### config.mk
export PLATFORM = sky130hd
export DESIGN_NAME = cbt_top
export DESIGN_NICKNAME = d
export VERILOG_FILES = /design/src/hw/cbt_pkg.sv /design/src/hw/cbt_quantum_div.sv /design/src/hw/cbt_sync.sv /design/src/hw/cbt_top.sv
export VERILOG_INCLUDE_DIRS = /design/src /design/src/hw
export SDC_FILE = /design/constraint.sdc
export NUM_CORES = 1
export LEC_CHECK = 0
export ABC_AREA = 1
export BUFFER_PORTS_ARGS = -buffer_cell sky130_fd_sc_hd__buf_4
export CAP_MARGIN = 10
export CORE_MARGIN = 8
export CORE_UTILIZATION = 50
export CTS_BUF_LIST = sky130_fd_sc_hd__clkbuf_8
export CTS_CLUSTER_SIZE = 10
export DETAILED_ROUTE_END_ITERATION = 7
export PLACE_DENSITY_LB_ADDON = 0.08
export SETUP_SLACK_MARGIN = 0.5
export SYNTH_ARGS = -nofsm -noshare
export SYNTH_HDL_FRONTEND = slang
export SYNTH_HIERARCHICAL = 1
export SYNTH_SLANG_ARGS = --single-unit
### constraint.sdc
create_clock -name clk_in -period 1.41 [get_ports clk_in]
set_input_delay 0.282 -clock clk_in [delete_from_list [all_inputs] [get_ports clk_in]]
set_output_delay 0.282 -clock clk_in [all_outputs]
set_load 0.03 [all_outputs]
### src/hw/cbt_defines.svh
// constants for the bus timing and power mode block
`ifndef CBT_DEFINES_SVH
`define CBT_DEFINES_SVH
`define CBT_ADDR_BTR0 8'h02
`define CBT_ADDR_CTL0 8'h00
`define CBT_ADDR_CTL1 8'h01
`define CBT_ADDR_CTL1_CFG 8'h03
`define CBT_BTR0_RESET 8'h00
`define CBT_SJW_MSB 7
`define CBT_SJW_LSB 6
`define CBT_BRP_MSB 5
`define CBT_BRP_LSB 0
`define CBT_CTL0_INIT_REQUEST 0
`define CBT_CTL0_SLEEP_REQUEST 1
`define CBT_CTL0_WAKEUP_ENABLE 2
`define CBT_CTL0_STOP_IN_WAIT 3
`define CBT_CTL1_INIT_ACKNOWLEDGE 0
`define CBT_CTL1_SLEEP_ACKNOWLEDGE 1
`define CBT_CTL1_ENABLE 7
`define CBT_CTL0_RESET 8'h01
`define CBT_CTL1_CFG_RESET 8'h80
`endif

### src/hw/cbt_pkg.sv
// types for the bus timing and power mode block
package cbt_pkg;
	typedef enum logic [2:0] {
		CBT_NORMAL = 3'b000,
		CBT_SLEEP = 3'b001,
		CBT_POWER_DOWN = 3'b010,
		CBT_DISABLED = 3'b011
	} cbt_mode_e;
	typedef enum logic [1:0] {
		CBT_CPU_RUN = 2'b00,
		CBT_CPU_WAIT = 2'b01,
		CBT_CPU_STOP = 2'b10
	} cbt_cpu_e;
	typedef struct packed {
		logic [7:0] addr;
		logic [7:0] wdata;
		logic wr;
		logic rd;
	} cbt_bus_s;
	typedef struct packed {
		logic [1:0] resync_jump_width;
		logic [5:0] quantum_prescaler;
	} cbt_btr0_s;
endpackage

### src/hw/cbt_quantum_div.sv
// divider that makes the time quantum enable pulse
module cbt_quantum_div (
	// clock and reset
	input wire logic clk_in,
	input wire logic rst_n_in,
	// control
	input wire logic run_in,
	input wire logic [5:0] quantum_prescaler_in,
	// pulse
	output logic tq_pulse_out
);
	logic [5:0] count;
	wire logic at_end;
	assign at_end = (count >= quantum_prescaler_in);
	// prescaler plus one cycles per quantum, so zero divides by one
	always_ff @(posedge clk_in) begin
		if (!rst_n_in || !run_in) begin
			count <= 6'h00;
			tq_pulse_out <= 1'b0;
		end else begin
			count <= at_end ? 6'h00 : count + 6'h01;
			tq_pulse_out <= at_end;
		end
	end
endmodule

### src/hw/cbt_sync.sv
// two flip-flop synchroniser for pin inputs
module cbt_sync (
	// clock and reset
	input wire logic clk_in,
	input wire logic rst_n_in,
	// data
	input wire logic d_in,
	output logic q_out
);
	logic meta;
	// first stage feeds only the second
	always_ff @(posedge clk_in) begin
		if (!rst_n_in) begin
			meta <= 1'b1;
			q_out <= 1'b1;
		end else begin
			meta <= d_in;
			q_out <= meta;
		end
	end
endmodule

### src/hw/cbt_top.sv
// bus timing register and low power mode control
//
// Design decision made here: the address-and-strobe port.
`include "cbt_defines.svh"
module cbt_top (
	// clock and reset
	input wire logic clk_in,
	input wire logic rst_n_in,
	// register port
	input wire cbt_pkg::cbt_bus_s bus_in,
	output logic [7:0] rdata_out,
	// cpu mode
	input wire cbt_pkg::cbt_cpu_e cpu_mode_in,
	// can receive pin, recessive high
	input wire logic can_rx_in,
	// status
	output cbt_pkg::cbt_mode_e mode_out,
	output logic [1:0] resync_jump_width_out,
	output logic [2:0] sjw_quanta_out,
	output logic tq_pulse_out,
	output logic clocks_on_out
);
	import cbt_pkg::*;

	cbt_btr0_s bus_bit_timing_first;
	logic init_request, sleep_request, wakeup_enable, stop_in_wait;
	logic module_enable_bit;
	logic init_acknowledge, sleep_acknowledge;
	cbt_mode_e mode;
	logic rx_prev;
	wire logic rx_sync;
	wire logic tq_raw;
	wire logic in_init;
	wire logic wr_btr0, wr_ctl0, wr_cfg;
	wire logic bus_edge;
	wire logic force_pd;
	wire logic asleep;
	cbt_mode_e next_mode;
	logic [7:0] next_rdata;

	cbt_sync u_rx_sync (
		.clk_in(clk_in),
		.rst_n_in(rst_n_in),
		.d_in(can_rx_in),
		.q_out(rx_sync)
	);

	cbt_quantum_div u_div (
		.clk_in(clk_in),
		.rst_n_in(rst_n_in),
		.run_in(mode == CBT_NORMAL),
		.quantum_prescaler_in(bus_bit_timing_first.quantum_prescaler),
		.tq_pulse_out(tq_raw)
	);

	// handshake decode and write gating
	assign in_init = init_request && init_acknowledge;
	assign wr_btr0 = bus_in.wr && bus_in.addr == `CBT_ADDR_BTR0 && in_init;
	assign wr_ctl0 = bus_in.wr && bus_in.addr == `CBT_ADDR_CTL0;
	// enable is always writable, otherwise the module could never leave disabled
	assign wr_cfg = bus_in.wr && bus_in.addr == `CBT_ADDR_CTL1_CFG;
	assign bus_edge = rx_prev && !rx_sync; // dominant edge on the bus
	// wait with stop_in_wait, or stop, forces power down
	assign force_pd = (cpu_mode_in == CBT_CPU_STOP) ||
		(cpu_mode_in == CBT_CPU_WAIT && stop_in_wait);
	assign asleep = sleep_request && sleep_acknowledge;

	// mode selection, disable has top priority
	always_comb begin
		next_mode = mode;
		if (!module_enable_bit) begin
			next_mode = CBT_DISABLED;
		end else if (force_pd) begin
			next_mode = CBT_POWER_DOWN;
		end else begin
			unique case (mode)
				CBT_DISABLED: next_mode = CBT_NORMAL;
				CBT_POWER_DOWN: next_mode = CBT_NORMAL;
				CBT_NORMAL: next_mode = asleep ? CBT_SLEEP : CBT_NORMAL;
				CBT_SLEEP: next_mode = asleep ? CBT_SLEEP : CBT_NORMAL;
				default: next_mode = CBT_DISABLED;
			endcase
		end
	end

	// read mux, timing register readable anytime
	always_comb begin
		next_rdata = 8'h00;
		unique case (bus_in.addr)
			`CBT_ADDR_BTR0: next_rdata = bus_bit_timing_first;
			`CBT_ADDR_CTL0: next_rdata = {4'h0, stop_in_wait, wakeup_enable,
				sleep_request, init_request};
			`CBT_ADDR_CTL1: next_rdata = {module_enable_bit, 5'h00,
				sleep_acknowledge, init_acknowledge};
			`CBT_ADDR_CTL1_CFG: next_rdata = {module_enable_bit, 7'h00};
			default: next_rdata = 8'h00;
		endcase
	end

	// control register and timing register
	always_ff @(posedge clk_in) begin
		if (!rst_n_in) begin
			bus_bit_timing_first <= `CBT_BTR0_RESET;
			init_request <= 1'b1;
			sleep_request <= 1'b0;
			wakeup_enable <= 1'b0;
			stop_in_wait <= 1'b0;
			module_enable_bit <= 1'b1;
		end else begin
			if (wr_btr0) begin
				bus_bit_timing_first <= bus_in.wdata;
			end
			if (wr_ctl0) begin
				init_request <= bus_in.wdata[`CBT_CTL0_INIT_REQUEST];
				sleep_request <= bus_in.wdata[`CBT_CTL0_SLEEP_REQUEST];
				wakeup_enable <= bus_in.wdata[`CBT_CTL0_WAKEUP_ENABLE];
				stop_in_wait <= bus_in.wdata[`CBT_CTL0_STOP_IN_WAIT];
			end else if (mode == CBT_SLEEP && wakeup_enable && bus_edge) begin
				sleep_request <= 1'b0; // wake drops the request too
			end
			if (wr_cfg) begin
				module_enable_bit <= bus_in.wdata[`CBT_CTL1_ENABLE];
			end
		end
	end

	// init acknowledge follows its request one cycle later, sleep acknowledge only while enabled and not forced to power down
	always_ff @(posedge clk_in) begin
		if (!rst_n_in) begin
			init_acknowledge <= 1'b1;
			sleep_acknowledge <= 1'b0;
			rx_prev <= 1'b1;
		end else begin
			rx_prev <= rx_sync;
			init_acknowledge <= init_request;
			if (mode == CBT_SLEEP && wakeup_enable && bus_edge) begin
				sleep_acknowledge <= 1'b0;
			end else begin
				sleep_acknowledge <= sleep_request && module_enable_bit && !force_pd;
			end
		end
	end

	// mode state and registered outputs
	always_ff @(posedge clk_in) begin
		if (!rst_n_in) begin
			mode <= CBT_NORMAL;
			mode_out <= CBT_NORMAL;
			rdata_out <= 8'h00;
			resync_jump_width_out <= 2'b00;
			sjw_quanta_out <= 3'h1;
			tq_pulse_out <= 1'b0;
			clocks_on_out <= 1'b1;
		end else begin
			mode <= next_mode;
			mode_out <= next_mode;
			rdata_out <= bus_in.rd ? next_rdata : 8'h00;
			resync_jump_width_out <= bus_bit_timing_first.resync_jump_width;
			sjw_quanta_out <= {1'b0, bus_bit_timing_first.resync_jump_width} + 3'h1;
			tq_pulse_out <= tq_raw;
			clocks_on_out <= (next_mode == CBT_NORMAL);
		end
	end
endmodule

==> results of run 1 <==
-- metal layers --
layer | up-vias | part of all wire | global-route usage
met4 | 0 | 0.023 | 0.0509
met5 | - | 0 | 0
met2 | 43 | 0.53 | 0.257
met3 | 12 | 0.052 | 0.0530
met1 | 832 | 0.40 | 0.164
li1 | 899 | - | -
-- sequential cells by signal, indices dropped and copies added, names as in the netlist --
| name | count |
|---|---|
| u_rx_sync/meta | 1 |
| u_rx_sync/q_out | 1 |
| sleep_request | 1 |
| sjw_quanta_out | 3 |
| clocks_on_out | 1 |
| u_div/tq_pulse_out | 1 |
| module_enable_bit | 1 |
| init_acknowledge | 1 |
| wakeup_enable | 1 |
| bus_bit_timing_first | 8 |
| rdata_out | 8 |
| init_request | 1 |
| tq_pulse_out | 1 |
| rx_prev | 1 |
| u_div/count | 6 |
| sleep_acknowledge | 1 |
| mode | 2 |
| resync_jump_width_out | 2 |
| stop_in_wait | 1 |
-- what timing repair did --
action,CTS,global route
gates cloned,0,2
buffers inserted,12,4
endpoints found under the setup margin,42,48
pin swaps,18,45
gates resized for setup,57,51
-- cell usage after synthesis (2+ instances only) --
master,count,share of area
nand3_1,29,0.077
xnor2_1,2,0.0093
inv_1,45,0.089
buf_6,2,0.012
nor2_2,3,0.0099
nand3_2,2,0.011
a21oi_1,12,0.032
dfxtp_1,42,0.45
nor2_1,26,0.052
ha_1,8,0.053
nor2_4,3,0.018
nand2_2,2,0.0066
a21oi_2,2,0.0093
o21ai_0,3,0.0079
nand2_1,61,0.12
-- logic make-up (layout without fill, tap and decap cells) --
family	after synthesis	count (layout)	synth area share
AND/OR/NAND/NOR	131	131	0.321
flip-flops	42	42	0.445
XOR/XNOR	3	3	0.0139
adder cells (fa/ha/maj)	8	8	0.0530
other	1	1	0.00198
buffers and inverters	51	113	0.113
AO/OA/AOI/OAI	18	18	0.0530
-- through the flow --
stage / std cells / area, um2 / power (uW)
2_1_floorplan: 254 / 1980 / 1330
3_3_place_gp: 338 / 2320 / 1420
3_5_place_dp: 338 / 2320 / 1420
4_1_cts: 358 / 2690 / 2210
5_1_grt: 364 / 2930 / 2320
6_report: 364 / 2930 / 2240
-- path summary, 6_finish.rpt --
check                               end  cells past startpoint
min           u_rx_sync/meta$_SDFF_PN1_                      3
min reg2reg  u_rx_sync/q_out$_SDFF_PN1_                      2
max reg2reg   u_div/count[3]$_SDFF_PP0_                      6
max           u_div/count[3]$_SDFF_PP0_                      6
-- cell type report --
cell class / instances / share of cell area
multi-input combinational: 161 / 0.378
clock inverter: 3 / 0.00853
inverter: 46 / 0.0648
clock buffer: 5 / 0.0235
timing repair buffer: 59 / 0.202
tap: 48 / 0.0205
sequential: 42 / 0.303
-- worst register-to-register path, stage by stage, from the launching register on --
cell	delay (ns)
dfxtp_4	0.36
ha_4	0.24
nand2_2	0.06
nand2_2	0.07
a21oi_4	0.19
nand3_4	0.13
nor2_2	0.13
-- power by group --
part / internal, uW / switching [uW]
Sequential: 1190 / 6.07
Clock: 357 / 455
Combinational: 101 / 128
Total: 1650 / 589
==> flow_metrics.tcl, run 1 <==
set metrics [dict create \
    path_clk_slew_ns 0.09 \
    period_needed_ns 1.24 \
    r2r-start "u_div/count[3]$_SDFF_PP0_" \
    skew_ns 0.00964 \
    final_layout_size_suffix_gt1_frac 0.563 \
    period_share 0.878 \
    status "completed" \
    final_common_cell "nand2_1" \
    crit_start "u_div/count[3]$_SDFF_PP0_" \
    dpl_worst_slack_ns 0.108 \
    grt_start_max_net_pins 18 \
    dp_hpwl_um 3080 \
    place.gp.congestion 0.804 \
    numCtsBuffers 5 \
    clk_latency_ns 0.30 \
    synth-main-ff-cell "dfxtp_1" \
    post_drt_wl_per_cell_um 14.1 \
    end_kind "flop" \
    report.final.slew_viol_count 0 \
    cts_sinks 42 \
    hp-start "can_rx_in" \
    fin_nets 346 \
    synth_cells 254 \
    cts-root-buf "clkbuf_8" \
    path_max_fanout 6 \
    crit_type "reg -> reg" \
    die_y_um 77.5 \
    cp_common_cell "nand2_2" \
    holdWs_ns 0.157 \
    drc 0 \
    totalWireLength_um 5130 \
    seq_area_um2 888 \
    holdBufCountCts 0 \
    hp-class "in -> reg" \
    arrival_ns 1.48 \
    ctsLongestPathBuffers 2 \
    maxCapViolCount 0 \
    n_fill_cell 242 \
    grt_first_pass_wirelength_um 7420 \
    setup_viol 0 \
    cts_max_level 2 \
    start_util 0.516 \
    power_density_nw_per_um2 763 \
    rsz0062_at_grt "true" \
    cts_tree "yes" \
    worstPathRequired_ns 1.65 \
    grt_overflow 0 \
    fp.coreArea_um2 3660 \
    syn_area_um2 1890 \
    p_leak_uw 0.00139 \
    critical-path-max-stage-delay_ns 0.36 \
    critical_path_buf_inv_count 0 \
    crit_chain "ha_4, nand2_2, nand2_2, a21oi_4, nand3_4, nor2_2" \
    final.setup.tns_ns 0 \
    io_pins 41 \
    die_w_um 77.5 \
    synth_warnings 6 \
    final_core_util 0.801 \
    synthArstFlopShare 0 \
    rows 22 \
    ant_nets 0 \
    syn_avg_cell_area_um2 7.44 \
    routed_via_density 4.91 \
    setup_ws_ns 0.172 \
    ir_drop_uv 904 \
    fmax_ghz 0.808 \
    fp.dieArea_um2 6000 \
    io_buffers 39 \
    yosysUniqueCellTypes 27 \
    track_usage 0.148 \
    drt_iter0_drc 128 \
    insertedDiodeCount 0 \
    critPathSlowestCell "dfxtp_4" \
    synthesis.nets 285 \
    grt_pass1_vias 1681 \
    syn2layout_area_growth_pct 55.3 \
    vias 1786 \
    first_pass_iters 4 \
    seq_area_frac_synth 0.445 \
    hold_violations 0 \
    antenna_found_initial 0 \
    most-common-layout-cells "44 x nand2_1, 33 x inv_1, 33 x buf_4, 32 x dfxtp_2" \
    worstSetupStartpointType "flop" \
    reg2reg_setup_slack_ns 0.17 \
    synth.ff_latch_count 42 \
    path_delay_family "simple AND/OR/NAND/NOR gates" \
    multi_input_area_um2 1110 \
    synth_edf_count 0 \
]
Power figures use the tool's default switching activity.
==> inputs of run 2 (changes only) <==
--- a/config.mk
+++ b/config.mk
@@ -18,5 +18,4 @@
 export SETUP_SLACK_MARGIN = 0.5
 export SYNTH_ARGS = -nofsm -noshare
 export SYNTH_HDL_FRONTEND = slang
-export SYNTH_HIERARCHICAL = 1
 export SYNTH_SLANG_ARGS = --single-unit
==> run 2 against run 1 <==
  * Cell count decreased by 4.9%
  * Design area is 1.9% lower
  * Area after synthesis fell by 2.1%
  * Clock power rose by 23%
  * Critical path depth did not move
  * Non-clock buffer count fell by 2
  * Sequential power hardly changed
  * Sequential share of layout area increased by 0.54 points
==> flow_metrics.tcl, run 2 <==
set metrics [dict create \
    status "completed" \
    totalWireLength_um 4880 \
    antenna_found_initial 0 \
    die_w_um 76.8 \
    cts_tree "yes" \
    dpl.cell_count 324 \
    top_regs "bus_bit_timing_first: 8 flops, rdata_out: 8 flops, u_div.count: 6 flops" \
    path_clk_slew_ns 0.09 \
    crit_type "reg -> reg" \
    track_usage 0.151 \
    die_y_um 76.8 \
    drt_iter0_drc 70 \
    io_buffers 39 \
    first_pass_iters 4 \
    cts_sinks 42 \
    synth_warnings 0 \
    synth.ff_latch_count 42 \
    maxCapViolCount 0 \
    critical-path-max-stage-delay_ns 0.35 \
    syn_area_um2 1850 \
    critPathSlowestCell "dfxtp_2" \
    yosysUniqueCellTypes 28 \
    synthTopCellsByArea "dfxtp_1 45%, nand2_1 9.9%, nand3_1 8.1%" \
    period_needed_ns 1.27 \
    path_max_fanout 6 \
    cts_max_level 2 \
    hp-class "in -> reg" \
    holdBufCountCts 0 \
    reg2reg_setup_slack_ns 0.14 \
    grt_pass1_vias 1663 \
    fp.coreArea_um2 3610 \
    post_drt_wl_per_cell_um 14.1 \
    synthArstFlopShare 0 \
    period_share 0.901 \
    numCtsBuffers 5 \
    ir_drop_uv 871 \
    power_density_nw_per_um2 842 \
    hold_path_depth 2 \
    p_leak_uw 0.00132 \
    synth_edf_count 0 \
    r2r-start "bus_bit_timing_first[5]$_SDFFE_PN0P_" \
    reg2regPathDepth 6 \
    arrival_ns 1.51 \
    synth_cells 238 \
    setup_ws_ns 0.140 \
    dp_hpwl_um 3000 \
    fin_nets 328 \
    rows 22 \
    setup_viol 0 \
    fmax_ghz 0.787 \
    drc 0 \
    synth-main-ff-cell "dfxtp_1" \
    netlist_top_cells_count "49 x nand2_1, 42 x dfxtp_1, 36 x inv_1" \
    cts-root-buf "clkbuf_8" \
    end_kind "flop" \
    syn_avg_cell_area_um2 7.78 \
    seq_area_frac_synth 0.454 \
    synth_area_leader_cell "dfxtp_1" \
    worstSetupStartpointType "flop" \
    start_util 0.513 \
    syn2layout_area_growth_pct 55.6 \
    grt_overflow 0 \
    routed_via_density 5.04 \
    worstPathRequired_ns 1.65 \
    skew_ns 0.00396 \
    dpl_worst_slack_ns 0.0916 \
    ant_nets 0 \
    clk_latency_ns 0.30 \
    synth_most_common_cell "nand2_1" \
    grt_first_pass_wirelength_um 7320 \
    vias 1743 \
    grt_start_max_net_pins 18 \
    final_layout_size_suffix_gt1_frac 0.604 \
    place.gp.congestion 0.792 \
    synthesis.nets 269 \
    insertedDiodeCount 0 \
    crit_chain "inv_2, ha_4, a21o_1, nor2_4, nand3_4, nor2_1" \
    rr_endpoint "u_div.count[4]$_SDFF_PP0_" \
    io_pins 41 \
    synth_top_area_frac 0.454 \
    hp-start "can_rx_in" \
    hold_violations 0 \
    min_to "u_rx_sync.meta$_SDFF_PN1_" \
    most-common-layout-cells "34 x nand2_1, 34 x dfxtp_2, 34 x buf_4, 25 x inv_1, 19 x buf_6" \
    rsz0062_at_grt "true" \
    fp.dieArea_um2 5900 \
    final_cell_count_no_fill 346 \
    ctsLongestPathBuffers 2 \
    final.setup.tns_ns 0 \
    report.final.slew_viol_count 0 \
]
## run 2: metrics by stage
stage	hold WS (ns)	cell area [um2]	util	total power [uW]
2_1_floorplan	0.389	1920	-	1330
3_3_place_gp	0.396	2270	0.631	1420
3_5_place_dp	0.399	2270	0.631	1420
4_1_cts	0.159	2670	0.739	2420
5_1_grt	0.152	2880	0.798	2500
6_report	0.159	2880	0.798	2420
## run 2: how the worst max path moves through the flow
stage / from / endpoint / slack [ns] / cells past startpoint
final: bus_bit_timing_first[5]$_SDFFE_PN0P_ / u_div.count[4]$_SDFF_PP0_ / 0.14 / 6
after global routing: bus_bit_timing_first[5]$_SDFFE_PN0P_ / u_div.count[4]$_SDFF_PP0_ / 0.1 / 6
after CTS: bus_bit_timing_first[5]$_SDFFE_PN0P_ / u_div.count[0]$_SDFF_PP0_ / 0.13 / 6
after detailed placement: bus_in[13] / bus_bit_timing_first[5]$_SDFFE_PN0P_ / 0.09 / 7
after global placement: bus_in[13] / bus_bit_timing_first[5]$_SDFFE_PN0P_ / 0.09 / 7
after floorplan: bus_bit_timing_first[1]$_SDFFE_PN0P_ / u_div.count[1]$_SDFF_PP0_ / 0.23 / 6
## run 2: power breakdown
| group | switching (uW) | leakage, uW | internal (uW) |
|---|---|---|---|
| registers | 5.79 | 0.000353 | 1190 |
| clock network | 460 | 0.0000563 | 539 |
| logic | 122 | 0.000915 | 102 |
## run 2: repair_timing
item | CTS | global route
cloned | 1 | 0
gates resized for setup | 55 | 55
pin swaps | 28 | 21
endpoints found under the setup margin | 39 | 47
buffers inserted | 10 | 3
## run 2: cell type report
type | count | area, um2
clock inverter | 3 | 48.8
fill | 255 | 727
clock buffer | 5 | 68.8
inverter | 37 | 139
multi-input combinational | 154 | 1120
sequential | 42 | 887
tap | 48 | 60.1
timing repair buffer | 57 | 552
## run 2: cells by family (layout without fill, tap and decap cells)
logic type / Yosys count / count (layout) / share of synthesized area
AOI/OAI and AO/OA: 20 / 20 / 0.0622
xor gates and xnor gates: 4 / 4 / 0.0189
and+or+nand+nor: 121 / 121 / 0.312
DFF: 42 / 42 / 0.454
buffers and inverters: 42 / 102 / 0.0967
other: 1 / 1 / 0.00203
adders and majority gates: 8 / 8 / 0.0541
## run 2: critical path, delay by kind of cell, from the launching register on
| family | cells | cell delay (ns) |
|---|---|---|
| AOI/OAI and AO/OA | 1 | 0.19 |
| adders and majority gates | 1 | 0.22 |
| buffers and inverters | 1 | 0.05 |
| DFF | 1 | 0.35 |
| and+or+nand+nor | 3 | 0.39 |
## run 2: layer usage
| metal | GRT usage | vias to the layer above | wire length [um] |
|---|---|---|---|
| met5 | 0 | - | 0 |
| met4 | 0.0692 | 0 | 111 |
| met3 | 0.0501 | 9 | 301 |
| met2 | 0.266 | 48 | 2610 |
| met1 | 0.159 | 818 | 1860 |
| li1 | - | 868 | - |
==> inputs of run 3 (changes only) <==
--- a/config.mk
+++ b/config.mk
@@ -9,7 +9,6 @@
 export ABC_AREA = 1
 export BUFFER_PORTS_ARGS = -buffer_cell sky130_fd_sc_hd__buf_4
 export CAP_MARGIN = 10
-export CORE_MARGIN = 8
 export CORE_UTILIZATION = 50
 export CTS_BUF_LIST = sky130_fd_sc_hd__clkbuf_8
 export CTS_CLUSTER_SIZE = 10
==> run 3 against run 2 <==
  * Routed wire length is 8.2% lower
  * Sequential power hardly changed
  * Utilization is 2.8 points higher
  * Critical endpoint is now u_div.count[3]$_SDFF_PP0_
  * Highest routed layer unchanged
==> flow_metrics.tcl, run 3 (synthesis results as in run 2) <==
set metrics [dict create \
    setup_ws_ns 0.179 \
    final_core_util 0.826 \
    holdWs_ns 0.167 \
    end_kind "flop" \
    final_cell_count_no_fill 346 \
    reg2reg_setup_slack_ns 0.18 \
    post_drt_wl_per_cell_um 13.0 \
    final.setup.tns_ns 0 \
    worstSetupStartpointType "flop" \
    hp-start "can_rx_in" \
    most-common-layout-cells "40 x nand2_1, 32 x dfxtp_2, 30 x buf_4, 28 x inv_1" \
    clk_latency_ns 0.30 \
    antenna_found_initial 0 \
    dpl.cell_count 320 \
    maxCapViolCount 0 \
    min_to "u_rx_sync.meta$_SDFF_PN1_" \
    top_regs "bus_bit_timing_first: 8 flops, rdata_out: 8 flops, u_div.count: 6 flops" \
    power_density_nw_per_um2 907 \
    drc 0 \
    reg2regPathDepth 6 \
    arrival_ns 1.46 \
    routed_via_density 5.05 \
    period_share 0.873 \
    grt_first_pass_wirelength_um 6980 \
    start_util 0.538 \
    ctsLongestPathBuffers 2 \
    report.final.slew_viol_count 0 \
    hp-class "in -> reg" \
    track_usage 0.233 \
    cts_sinks 42 \
    hold_path_depth 2 \
    cts_tree "yes" \
    io_pins 41 \
    r2r-start "bus_bit_timing_first[5]$_SDFFE_PN0P_" \
    final_common_cell "nand2_1" \
    path_max_fanout 6 \
    path_clk_slew_ns 0.08 \
    skew_ns 0.00800 \
    insertedDiodeCount 0 \
    rsz0062_at_grt "true" \
    io_buffers 39 \
    dpl_worst_slack_ns 0.0902 \
    grt_overflow 0 \
    rows 21 \
    p_leak_uw 0.00136 \
    crit_type "reg -> reg" \
    dp_hpwl_um 2700 \
    cts-root-buf "clkbuf_8" \
    grt_start_max_net_pins 18 \
    fp.dieArea_um2 3950 \
    ant_nets 0 \
    hold_violations 0 \
    fin_nets 330 \
    totalWireLength_um 4480 \
    place.gp.congestion 0.812 \
    worstPathRequired_ns 1.64 \
    rr_endpoint "u_div.count[3]$_SDFF_PP0_" \
    status "completed" \
    numCtsBuffers 5 \
    vias 1746 \
    die_y_um 62.8 \
    grt_pass1_vias 1585 \
    fmax_ghz 0.812 \
    cts_max_level 2 \
    final_layout_size_suffix_gt1_frac 0.523 \
    first_pass_iters 4 \
    syn2layout_area_growth_pct 53.7 \
    ir_drop_uv 1110 \
    drt_iter0_drc 59 \
    setup_viol 0 \
    die_w_um 62.8 \
    fp.coreArea_um2 3440 \
    holdBufCountCts 0 \
    period_needed_ns 1.23 \
]
==> run 3: final cells by class <==
type / instances / area (um2)
inverter: 37 / 139
timing repair buffer: 59 / 603
clock inverter: 3 / 68.8
tap: 46 / 57.6
clock buffer: 5 / 68.8
multi-input combinational: 154 / 1020
fill: 204 / 598
sequential: 42 / 885
==> run 3: power breakdown <==
group	leakage [uW]	total (uW)	internal (uW)	switching, uW
clock network	0.0000683	1150	710	439
logic	0.000941	230	111	119
registers	0.000352	1200	1200	5.68
==> run 3: worst max-delay path, stage by stage (launching register included) <==
cell	delay (ns)
dfxtp_2	0.34
inv_2	0.05
ha_4	0.21
a21o_1	0.17
nor2_2	0.12
nand3_2	0.14
nor2_1	0.13
==> run 3: metal layers <==
| metal | vias up | track usage | part of all wire |
|---|---|---|---|
| li1 | 862 | - | - |
| met3 | 9 | 0.0620 | 0.047 |
| met4 | 0 | 0.0988 | 0.019 |
| met2 | 48 | 0.416 | 0.53 |
| met5 | - | 0 | 0 |
| met1 | 827 | 0.257 | 0.41 |
==> run 3: how the worst max path moves through the flow <==
stage	end	cells after the start	slack, ns	startpoint
after floorplan	u_div.count[1]$_SDFF_PP0_	6	0.23	bus_bit_timing_first[1]$_SDFFE_PN0P_
after global placement	bus_bit_timing_first[3]$_SDFFE_PN0P_	7	0.10	bus_in[13]
after detailed placement	bus_bit_timing_first[7]$_SDFFE_PN0P_	7	0.09	bus_in[13]
after CTS	u_div.count[3]$_SDFF_PP0_	6	0.17	bus_bit_timing_first[5]$_SDFFE_PN0P_
after global routing	u_div.count[3]$_SDFF_PP0_	6	0.13	bus_bit_timing_first[5]$_SDFFE_PN0P_
final	u_div.count[3]$_SDFF_PP0_	6	0.18	bus_bit_timing_first[5]$_SDFFE_PN0P_
==> run 3: per-stage QoR <==
stage                     cell area [um2]  power, uW
final                                2840       2580
after global routing                 2840       2670
after CTS                            2750       2580
after detailed placement             2240       1410
after global placement               2240       1410
after floorplan                      1920       1330
==> run 3: repair_timing <==
action | 4_1_cts | 5_1_grt
setup buffers | 15 | 2
gates cloned | 1 | 0
resized for setup | 60 | 23
pin swaps | 22 | 22
endpoints found under the setup margin | 39 | 43
